<file path="src/design/gauge_cmd_pkg.sv">
// constants, field positions and types for the gauge command interpreter
// assumes a 16-bit serial word, three address bits on top
package gauge_cmd_pkg;
	localparam int WORD_BITS     = 16;
	localparam int FIELD_BITS    = 13;
	localparam int CNT_BITS      = 5;
	// address codes in word bits 15:13
	localparam logic [2:0] ADDR_CONFIG   = 3'h0; // power_enable_config_cmd
	localparam logic [2:0] ADDR_VELOCITY = 3'h1; // max_velocity_cmd
	// configuration field positions
	localparam int POS_DRIVE_EN  = 0;
	localparam int POS_RSV_LOW   = 1;
	localparam int POS_SLOWDOWN  = 2;
	localparam int POS_CAL_EN    = 3;
	localparam int POS_CAL_TGT   = 4;
	localparam int POS_EMU_DIS   = 5;
	localparam int POS_PHASE     = 6;
	localparam int POS_ZERO_SIDE = 7;
	localparam int POS_RSV_MID   = 8;
	localparam int POS_POS_SPD   = 9;
	localparam int POS_ACC_PTR   = 10;
	localparam int POS_READOUT   = 11;
	localparam int POS_NULL      = 12;
	// velocity field positions
	localparam int POS_VEL_CHG   = 8;
	localparam int VEL_IDX_BITS  = 8;
	// velocity table limits
	localparam logic [7:0] VEL_IDX_MIN = 8'h01;
	localparam logic [7:0] VEL_IDX_MAX = 8'he1; // 225
	// reset values
	localparam logic [12:0] CONFIG_RST   = 13'h0000;
	localparam logic [7:0]  VEL_LIMIT_RST = 8'he1;
	// calibration: 8.0 us reference at 1.0 MHz target
	localparam int CLK_MHZ        = 20;
	localparam int CAL_REF_NS     = 8000;
	localparam int CAL_REF_CYC    = CAL_REF_NS * CLK_MHZ / 1000;
	localparam int CAL_CNT_BITS   = 9;
	localparam logic [8:0] CAL_CNT_MAX = 9'h1ff;
	localparam logic [8:0] CAL_REF_CNT = 9'(CAL_REF_CYC);
	// readout selections
	typedef enum logic [1:0] {
		rd_status,
		rd_accum,
		rd_position,
		rd_speed
	} readout_t;
endpackage

</file>
<file path="src/design/gauge_word_if.sv">
// carries one received serial word from the shifter to the decoder
// assumes both ends run on mclk
`timescale 1ns/1ps
`default_nettype none
interface gauge_word_if;
	logic        valid;
	logic [15:0] word;
	modport source (output valid, output word);
	modport sink   (input valid, input word);
endinterface
`default_nettype wire

</file>
<file path="src/design/gauge_serial_rx.sv">
// serial input shifter: samples synchronised sclk, shifts si on falling edge
// assumes cs_n, sclk, si already pass two flip-flops in the parent
`timescale 1ns/1ps
`default_nettype none
module gauge_serial_rx
	import gauge_cmd_pkg::*;
(
	input  wire logic  mclk,
	input  wire logic  srst,
	input  wire logic  ce,
	input  wire logic  cs_n_s,
	input  wire logic  sclk_s,
	input  wire logic  si_s,
	gauge_word_if.source out
);
	logic [15:0] shift_r;
	logic [CNT_BITS-1:0] cnt_r;
	logic        sclk_d_r;
	logic        cs_d_r;
	logic        valid_r;
	logic [15:0] word_r;

	// edge history of synchronised lines
	always_ff @(posedge mclk) begin
		if (srst) begin
			sclk_d_r <= 1'b0;
			cs_d_r   <= 1'b1;
		end else if (ce) begin
			sclk_d_r <= sclk_s;
			cs_d_r   <= cs_n_s;
		end
	end

	// shift on sclk fall while selected; count runs 1 to 16, then wraps back to 1
	always_ff @(posedge mclk) begin
		if (srst) begin
			shift_r <= 16'h0000;
			cnt_r   <= '0;
		end else if (ce) begin
			if (cs_n_s && !cs_d_r) begin
				cnt_r <= '0;
			end else if (!cs_n_s && sclk_d_r && !sclk_s) begin
				shift_r <= {shift_r[14:0], si_s};
				cnt_r   <= (cnt_r == CNT_BITS'(15)) ? CNT_BITS'(16) : CNT_BITS'(cnt_r[3:0] + 4'h1);
			end
		end
	end

	// word is handed over only at cs rise after a whole multiple of 16
	always_ff @(posedge mclk) begin
		if (srst) begin
			valid_r <= 1'b0;
			word_r  <= 16'h0000;
		end else if (ce) begin
			valid_r <= cs_n_s && !cs_d_r && cnt_r == CNT_BITS'(16);
			if (cs_n_s && !cs_d_r)
				word_r <= shift_r;
		end
	end

	assign out.valid = valid_r;
	assign out.word  = word_r;
endmodule
`default_nettype wire

</file>
<file path="src/design/gauge_cal_timer.sv">
// measures the cs reference pulse after a calibration command
// assumes cs_n_s is synchronised; trim value is oscillator code
`timescale 1ns/1ps
`default_nettype none
module gauge_cal_timer
	import gauge_cmd_pkg::*;
(
	input  wire logic       mclk,
	input  wire logic       srst,
	input  wire logic       ce,
	input  wire logic       arm,
	input  wire logic       cs_n_s,
	input  wire logic       slowdown,
	output logic            busy,
	output logic            done,
	output logic            fault,
	output logic [8:0]      count
);
	typedef enum logic [1:0] {c_idle, c_wait, c_meas} cal_state_t;
	cal_state_t  state_r;
	logic [8:0]  cnt_r;
	logic        cs_d_r;
	logic        done_r;
	logic        fault_r;
	logic [8:0]  lim;

	// slowed oscillator tolerates a longer pulse before overrun
	assign lim = slowdown ? CAL_CNT_MAX : 9'(CAL_CNT_MAX - 9'h0aa);

	// pulse measurement sequence
	always_ff @(posedge mclk) begin
		if (srst) begin
			state_r <= c_idle;
			cnt_r   <= 9'h000;
			cs_d_r  <= 1'b1;
			done_r  <= 1'b0;
			fault_r <= 1'b0;
		end else if (ce) begin
			cs_d_r <= cs_n_s;
			done_r <= 1'b0;
			case (state_r)
			c_idle: begin
				if (arm) begin
					state_r <= c_wait;
					fault_r <= 1'b0;
				end
			end
			c_wait: begin
				if (!cs_n_s && cs_d_r) begin
					state_r <= c_meas;
					cnt_r   <= 9'h000;
				end
			end
			c_meas: begin
				if (cs_n_s) begin
					state_r <= c_idle;
					done_r  <= 1'b1;
				end else if (cnt_r == lim) begin
					state_r <= c_idle;
					fault_r <= 1'b1;
				end else begin
					cnt_r <= 9'(cnt_r + 9'h001);
				end
			end
			default: state_r <= c_idle;
			endcase
		end
	end

	assign busy  = state_r != c_idle;
	assign done  = done_r;
	assign fault = fault_r;
	assign count = cnt_r;
endmodule
`default_nettype wire

</file>
<file path="src/design/gauge_config_velocity_cmd.sv">
// configuration and velocity command decoder for one gauge driver
// assumes serial pins arrive asynchronously; motion engine sits outside
`timescale 1ns/1ps
`default_nettype none
module gauge_config_velocity_cmd
	import gauge_cmd_pkg::*;
(
	input  wire logic                  mclk,
	input  wire logic                  srst,
	input  wire logic                  ce,
	input  wire logic                  cs_n,
	input  wire logic                  sclk,
	input  wire logic                  si,
	input  wire logic                  pointer_moving_flag,
	input  wire logic [7:0]            current_velocity_step,
	output logic                       gauge_drive_enable,
	output logic                       standby,
	output logic                       osc_run,
	output logic                       osc_slowdown,
	output logic                       cal_target_select,
	output logic                       cal_active,
	output logic                       cal_fault,
	output logic [8:0]                 cal_trim,
	output logic                       emulation_disable,
	output logic                       motor_phase_type,
	output logic                       zero_side_select,
	output gauge_cmd_pkg::readout_t    readout_mode,
	output logic [7:0]                 velocity_limit,
	output logic                       decel_request
);
	import gauge_cmd_pkg::*;

	logic [1:0]  cs_sync_r;
	logic [1:0]  sclk_sync_r;
	logic [1:0]  si_sync_r;
	logic        cs_n_s;
	logic [12:0] config_r;
	logic [7:0]  vel_limit_r;
	logic        cal_arm_r;
	logic        cal_busy;
	logic        cal_done;
	logic        cal_fault_w;
	logic [8:0]  cal_cnt;
	logic [8:0]  trim_r;
	logic [12:0] field;
	logic [2:0]  addr;
	gauge_word_if rx_word ();

	// clamp an index to the velocity table range
	function automatic logic [7:0] clamp_index(input logic [7:0] idx);
		logic [7:0] r;
		r = idx;
		if (idx > VEL_IDX_MAX)
			r = VEL_IDX_MAX;
		else if (idx < VEL_IDX_MIN)
			r = VEL_IDX_MIN;
		return r;
	endfunction

	// two flip-flop synchronisers for the serial pins
	always_ff @(posedge mclk) begin
		if (srst) begin
			cs_sync_r   <= 2'h3;
			sclk_sync_r <= 2'h0;
			si_sync_r   <= 2'h0;
		end else if (ce) begin
			cs_sync_r   <= {cs_sync_r[0], cs_n};
			sclk_sync_r <= {sclk_sync_r[0], sclk};
			si_sync_r   <= {si_sync_r[0], si};
		end
	end
	assign cs_n_s = cs_sync_r[1];

	gauge_serial_rx u_rx (
		.mclk   (mclk),
		.srst   (srst),
		.ce     (ce),
		.cs_n_s (cs_n_s),
		.sclk_s (sclk_sync_r[1]),
		.si_s   (si_sync_r[1]),
		.out    (rx_word)
	);

	assign addr  = rx_word.word[15:13];
	assign field = rx_word.word[12:0];

	// configuration register; null command leaves it untouched
	always_ff @(posedge mclk) begin
		if (srst) begin
			config_r <= CONFIG_RST;
		end else if (ce) begin
			if (rx_word.valid && addr == ADDR_CONFIG && !field[POS_NULL]) begin
				config_r <= field;
				config_r[POS_CAL_EN] <= 1'b0; // calibration bit acts once
			end
		end
	end

	// calibration arming, only with gauge off or pointer still
	always_ff @(posedge mclk) begin
		if (srst) begin
			cal_arm_r <= 1'b0;
		end else if (ce) begin
			cal_arm_r <= rx_word.valid && addr == ADDR_CONFIG && !field[POS_NULL]
				&& field[POS_CAL_EN] && !cal_busy
				&& (!field[POS_DRIVE_EN] || !pointer_moving_flag);
		end
	end

	gauge_cal_timer u_cal (
		.mclk     (mclk),
		.srst     (srst),
		.ce       (ce),
		.arm      (cal_arm_r),
		.cs_n_s   (cs_n_s),
		.slowdown (config_r[POS_SLOWDOWN]),
		.busy     (cal_busy),
		.done     (cal_done),
		.fault    (cal_fault_w),
		.count    (cal_cnt)
	);

	// trim: target zero biases one step slow so frequency stays below target
	always_ff @(posedge mclk) begin
		if (srst) begin
			trim_r <= CAL_REF_CNT;
		end else if (ce && cal_done) begin
			trim_r <= config_r[POS_CAL_TGT] ? cal_cnt : 9'(cal_cnt + 9'h001);
		end
	end

	// velocity limit, applied only with change enable set
	always_ff @(posedge mclk) begin
		if (srst) begin
			vel_limit_r <= VEL_LIMIT_RST;
		end else if (ce) begin
			if (rx_word.valid && addr == ADDR_VELOCITY && field[POS_VEL_CHG])
				vel_limit_r <= clamp_index(field[7:0]);
		end
	end

	// readout choice; sub-selects ignored while status chosen
	always_comb begin
		if (!config_r[POS_READOUT])
			readout_mode = rd_status;
		else if (!config_r[POS_ACC_PTR])
			readout_mode = rd_accum;
		else if (!config_r[POS_POS_SPD])
			readout_mode = rd_position;
		else
			readout_mode = rd_speed;
	end

	assign gauge_drive_enable = config_r[POS_DRIVE_EN];
	assign standby            = !config_r[POS_DRIVE_EN];
	assign osc_run            = 1'b1;
	assign osc_slowdown       = config_r[POS_SLOWDOWN];
	assign cal_target_select  = config_r[POS_CAL_TGT];
	assign cal_active         = cal_busy;
	assign cal_fault          = cal_fault_w;
	assign cal_trim           = trim_r;
	assign emulation_disable  = config_r[POS_EMU_DIS];
	assign motor_phase_type   = config_r[POS_PHASE];
	assign zero_side_select   = config_r[POS_ZERO_SIDE];
	assign velocity_limit     = vel_limit_r;
	assign decel_request      = current_velocity_step > vel_limit_r;
endmodule
`default_nettype wire

</file>
<file path="config.mk">
export PLATFORM = sky130hd
export DESIGN_NAME = gauge_config_velocity_cmd
export DESIGN_NICKNAME = d
export VERILOG_FILES = /design/src/design/gauge_cmd_pkg.sv /design/src/design/gauge_word_if.sv /design/src/design/gauge_serial_rx.sv /design/src/design/gauge_cal_timer.sv /design/src/design/gauge_config_velocity_cmd.sv
export SDC_FILE = /design/constraint.sdc
export NUM_CORES = 1
export LEC_CHECK = 0
export ABC_AREA = 0
export ABC_CLOCK_PERIOD_IN_PS = 2200
export BUFFER_PORTS_ARGS = -buffer_cell sky130_fd_sc_hd__buf_2
export CAP_MARGIN = 20
export CORE_AREA = 2 2 129 131
export DETAILED_ROUTE_END_ITERATION = 8
export DIE_AREA = 0 0 131 133
export PLACE_DENSITY = 0.39
export SETUP_SLACK_MARGIN = 0.1
export SYNTH_ARGS = -nofsm -noshare
export SYNTH_HDL_FRONTEND = slang
export SYNTH_HIERARCHICAL = 1
export SYNTH_SLANG_ARGS = --single-unit
</file>
<file path="constraint.sdc">
create_clock -name mclk -period 2.2 [get_ports mclk]
set_input_delay 0.44 -clock mclk [delete_from_list [all_inputs] [get_ports mclk]]
set_output_delay 0.44 -clock mclk [all_outputs]
set_load 0.02 [all_outputs]
</file>
==> metrics, run 1 <==
outcome=finished clean; Placer Congestion=0.7342; routed len/inst=approximately 13 um; WL final=roughly 9.3 mm; total gr overflow=0; sequential share of the synthesized area=between 40 and 50%; most common cell in the netlist=nand2_1; Final nets=531; main area contributors after synthesis=dfxtp_1 45%, nand2_1 8.5%, a21oi_1 7.2%, mux2i_1 4.4%, ha_1 3.8%; period utilization=98.03%; setup total negative slack=0 ps; Port-buffer cells=43; setup repair after global routing missed its margin=true; Post-Syn Area=just under 4000 um2; final setup violation count=0; FF+latch count, synth=between 80 and 90; routed length on met3=315 um; DP Wirelength=6.522 mm; critical path capture point type=primary output; Clock Sinks=87; syn nets=around 480; maximum vdd drop=326.0 uV; Post-DRT Antenna Nets=0; vias per inst=4.410; number of global-route vias before repair=3,033; Pins Over Slew Limit=0; Rows=47; Max Buffers Root-to-Sink=2; final non-filler cell area=4832 um2; worst path cell trace=inv_2, ha_4, and4_4, a21boi_2, o31a_1, buf_6; Post-Synthesis Cells=456; Min Clock Period, post-route=2157 ps; top_reg_cell synth=dfxtp_1; core footprint=roughly 16,000 um2; Synth top area share=44.54%; FMAX=463.7 MHz; Initial DRC Count=around 170; hold path depth=3; Worst R2R Path Depth=5; routed vias=around 3,200; CTS clock-pin slew for the worst setup and hold paths=roughly 60 ps; pin count of the biggest net entering global routing=46; met2 routed wirelength=approximately 4.4 mm; Initial Utilization=24.18%; initial antenna violation count=0; IO Count=45; Pre-Repair DR Iteration Count=4; Largest stage delay, worst path=330 ps; H-tree levels=3; clk root buf=clkbuf_16; hold violation count in the final report=0; mean post-synth cell area=8.575 um2; Leakage Power=1.798 nW; EDFF count, synth=0; CTS buffer count=9; kind of critical path=reg -> out; Async S/R FF share, synth=0%; most frequent cells after synthesis=89 x nand2_1, 87 x dfxtp_1, 56 x a21oi_1, 29 x nor2_1, 19 x nand3_1; biggest area consumer among synthesized cells=dfxtp_1; Vert. Die Dim=133 um; Die Footprint=between 15,000 and 20,000 um2; Chip Width=131 um; Pwr Density=between 600 and 700 nW/um2; global-route wire length before repair=15.31 mm; fin cells=729; Antenna Cells=0; GRT Util Overall=about 11%; worst min path class=in -> reg; worst slew pin tran=576.2 ps; CTS tree=yes; MaxCap Viol Count=0; met1 WL=4.412 mm; worst path required time=1760 ps; post-place instance area=4353 um2; Residual DRC=0; max_slew headroom=61.59%; CP max FO=2; Synth cell types=55; slowest library cell on the worst path=dfxtp_2; Critical Path Source Type=flop; Syn-to-layout area delta=23.58%; CP arrival=1720 ps; Setup Skew=5.233 ps; layout cell share with drive strength beyond 1=22.40%; hold-fix buffers at CTS=0; fin util=between 20% and 30%; placed cell count=slightly above 700; Clock Latency Late Sink=330 ps; top sig layer=met4; YS warnings=6
-- stage by stage --
| stage | hold WS, ps | total power [mW] | setup slack (ps) |
|---|---|---|---|
| finish | 322.7 | 3.346 | 43.38 |
| global route | 319.6 | 3.472 | -2.535 |
| CTS | 309.4 | 3.387 | 32.99 |
| detailed placement | 443.6 | 1.728 | 157.7 |
| global placement | 441.2 | 1.726 | 148.9 |
| floorplan | 431.2 | 1.692 | 347.4 |
-- worst paths after layout --
kind	end	slack, ps	from
setup / recovery	decel_request	40	velocity_limit[4]
hold / removal	cs_sync_r[0]	320	cs_n
setup reg to reg	u_cal/count[2]	450	u_cal/count[1]
hold reg to reg	u_rx/out.word[15]	450	u_rx/out.word[15]
-- cell type report --
class / count / area [um2]
fillers: 1762 / 11340
multi-input cells: 330 / 2079
repair buffers: 59 / 341.6
inverters: 17 / 63.81
clock inverters: 7 / 96.34
well taps: 220 / 275.3
flip-flops and latches: 87 / 1750
clock buffers: 9 / 225.2
-- flip-flops by register name, indices dropped and copies added, names as in the netlist --
| name | flops |
|---|---|
| config_r | 9 |
| sclk_sync_r | 2 |
| u_rx/cnt_r | 5 |
| u_cal/done | 1 |
| si_sync_r | 2 |
| u_cal/fault | 1 |
| u_cal/cs_d_r | 1 |
| u_cal/state_r | 2 |
| cal_arm_r | 1 |
| u_rx/cs_d_r | 1 |
| u_rx/out.word | 16 |
| velocity_limit | 8 |
| u_cal/count | 9 |
| cal_trim | 9 |
| cs_sync_r | 2 |
| u_rx/sclk_d_r | 1 |
| u_rx/shift_r | 16 |
| u_rx/out.valid | 1 |
-- placed cells by master, fill, tap and decap left out, types with 10 or more instances in the layout --
cell type / netlist / final
buf_4: 5 / 16
nand3_1: 19 / 19
nor2_1: 29 / 29
nand2_1: 89 / 89
dfxtp_1: 87 / 80
inv_1: 16 / 10
buf_2: 5 / 42
mux2i_1: 17 / 17
a21oi_1: 56 / 56
-- worst max-delay path, delay by kind of cell (launching register included) --
family,cells,cell delay [ps]
compound gates,2,470
fa+ha+maj,1,220
buf+inv,2,180
flops,1,330
simple gates,1,190
-- layer usage --
metal	up-vias	track usage [%]
met3	7	2.871
met4	0	3.546
met1	1500	14.24
li1	1672	-
met5	-	0
met2	36	18.19
-- where the power goes --
group          switching, mW  internal, mW
Sequential           0.00582          1.58
Combinational         0.0724        0.0466
Clock                  0.641         0.999
-- cells by family after synthesis --
kind of cell    after synthesis  synth area share, %
compound gates               96                14.62
xor+xnor                      9                2.016
fa+ha+maj                    12                3.840
buf+inv                      39                5.152
flops                        87                44.54
mux                          17                4.352
other cells                   1              0.09591
simple gates                195                25.38
-- repair_timing --
action / CTS / global route
setup endpoints to repair: 1 / 1
hold endpoints to repair: 0 / 0
buffers inserted: 2 / 2
gates resized for setup: 10 / 21
gates cloned: 0 / 0
pin swaps: 1 / 8
(Power assumes the default switching activity.)
==> run 2, diff against run 1 <==
==> constraint.sdc (replaced) <==
create_clock -name mclk -period 2.2 [get_ports mclk]
set_input_delay 0.11 -clock mclk [delete_from_list [all_inputs] [get_ports mclk]]
set_output_delay 0.11 -clock mclk [all_outputs]
set_load 0.02 [all_outputs]
==> metrics, run 2 (synthesized netlist as in run 1, its figures left out) <==
outcome=finished clean; worst slew pin tran=approximately 660 ps; maximum vdd drop=357.0 uV; critical path capture point type=primary output; Port-buffer cells=43; global-route wire length before repair=15.15 mm; initial antenna violation count=0; Leakage Power=1.715 nW; Setup Skew=5.694 ps; Antenna Cells=0; Place WS=~440 ps; number of global-route vias before repair=3,068; Resize count post-CTS=0; most common cell after layout, fill and taps aside=nand2_1; layout cell share with drive strength beyond 1=14.80%; Critical Path Source Type=flop; Clock Latency Late Sink=roughly 340 ps; FMAX=524.7 MHz; Largest stage delay, worst path=roughly 360 ps; Initial Utilization=24.18%; Residual DRC=0; Syn-to-layout area delta=17.25%; GRT Util Overall=10.95%; Crit path buffers/inverters=2; Chip Width=between 100 and 150 um; IO Count=45; fin worst setup slack=294.2 ps; MaxCap Viol Count=0; Pwr Density=~670 nW/um2; slowest library cell on the worst path=dfxtp_1; DP Wirelength=~6.5 mm; max_slew headroom=55.76%; CP arrival=1800 ps; total gr overflow=0; worst path required time=2090 ps; commonest cells after routing, fill and taps aside=89 x nand2_1, 87 x dfxtp_1, 56 x a21oi_1; CP delay by family, top=compound AO/OA/AOI/OAI gates; Setup Buffers After CTS=0; clk root buf=clkbuf_16; Die Footprint=17,420 um2; CTS clock-pin slew for the worst setup and hold paths=~60 ps; CP max FO=3; H-tree levels=3; Vert. Die Dim=between 100 and 150 um; Pre-Repair DR Iteration Count=4; setup repair after global routing missed its margin=false; WL final=9.111 mm; Pins Over Slew Limit=0; vias per inst=4.404; CTS buffer count=9; period utilization=86.63%; Post-DRT Antenna Nets=0; worst path cell trace=inv_1, ha_1, nor2b_1, o21ai_0, a21boi_0, o31a_1, buf_2; kind of critical path=reg -> out; hold violation count in the final report=0; worst min path class=in -> reg; Min Clock Period, post-route=1906 ps; core footprint=16,170 um2; Final nets=523; Rows=47; Clock Sinks=87; CTS tree=yes; routed vias=3,171; setup total negative slack=0 ps; Initial DRC Count=182; hold-fix buffers at CTS=1; final setup violation count=0; Max Buffers Root-to-Sink=2; Placer Congestion=0.7528; pin count of the biggest net entering global routing=48; routed len/inst=12.65 um
==> run 2: cell count changes in the layout (fill, tap and decap cells not counted), sizes merged <==
cell / before / now
dlygate4sd3: 0 / 1
clkinv: 5 / 2
buf: 59 / 50
bufinv: 2 / 0
inv: 17 / 16
clkbuf: 9 / 14
==> run 2: final cells by class <==
type / count / area, um2
clock inverter: 1 / 5.005
sequential: 87 / 1742
timing repair buffer: 51 / 277.8
tap: 220 / 275.3
inverter: 17 / 63.81
multi-input combinational: 330 / 1967
clock buffer: 14 / 254.0
fill: 1729 / 11590
==> run 2: through the flow <==
step / cells / power [mW] / hold slack, ps / instance area, um2 / util [%]
2_1_floorplan: 456 / 1.692 / 238.4 / 3910 / -
3_3_place_gp: 704 / 1.725 / 334.2 / 4315 / 26.68
3_5_place_dp: 704 / 1.727 / 341.3 / 4315 / 26.68
4_1_cts: 720 / 3.125 / 34.57 / 4584 / 28.35
5_1_grt: 720 / 3.198 / 42.61 / 4584 / 28.35
6_report: 720 / 3.070 / 38.37 / 4584 / 28.35
==> run 2: where the power goes <==
group          switching (mW)  internal, mW
logic                  0.0658        0.0370
clock network           0.590         0.790
registers             0.00531          1.58
==> run 2: worst reg2reg max path: cells and delay by family (launching register included) <==
kind            cells  cell delay [ps]
compound gates      4              770
flops               1              380
simple gates        1              560
==> run 2: final timing paths <==
path	startpoint	to	slack, ps	cells past startpoint
worst min register to register	u_rx/shift_r[15]	u_rx/out.word[15]	450	2
worst min-delay path	si	si_sync_r[0]	40	3
worst max-delay path	velocity_limit[1]	decel_request	290	7
worst max register to register	u_cal/count[5]	u_cal/count[2]	400	5
==> run 2: routing by layer <==
layer  GRT usage [%]  up-vias  wire length (um)
met3           2.386       12               319
met5               0        -                 0
met1           14.03     1458              4465
met4           4.787        0               166
met2           17.56       51              4160
li1                -     1650                 -
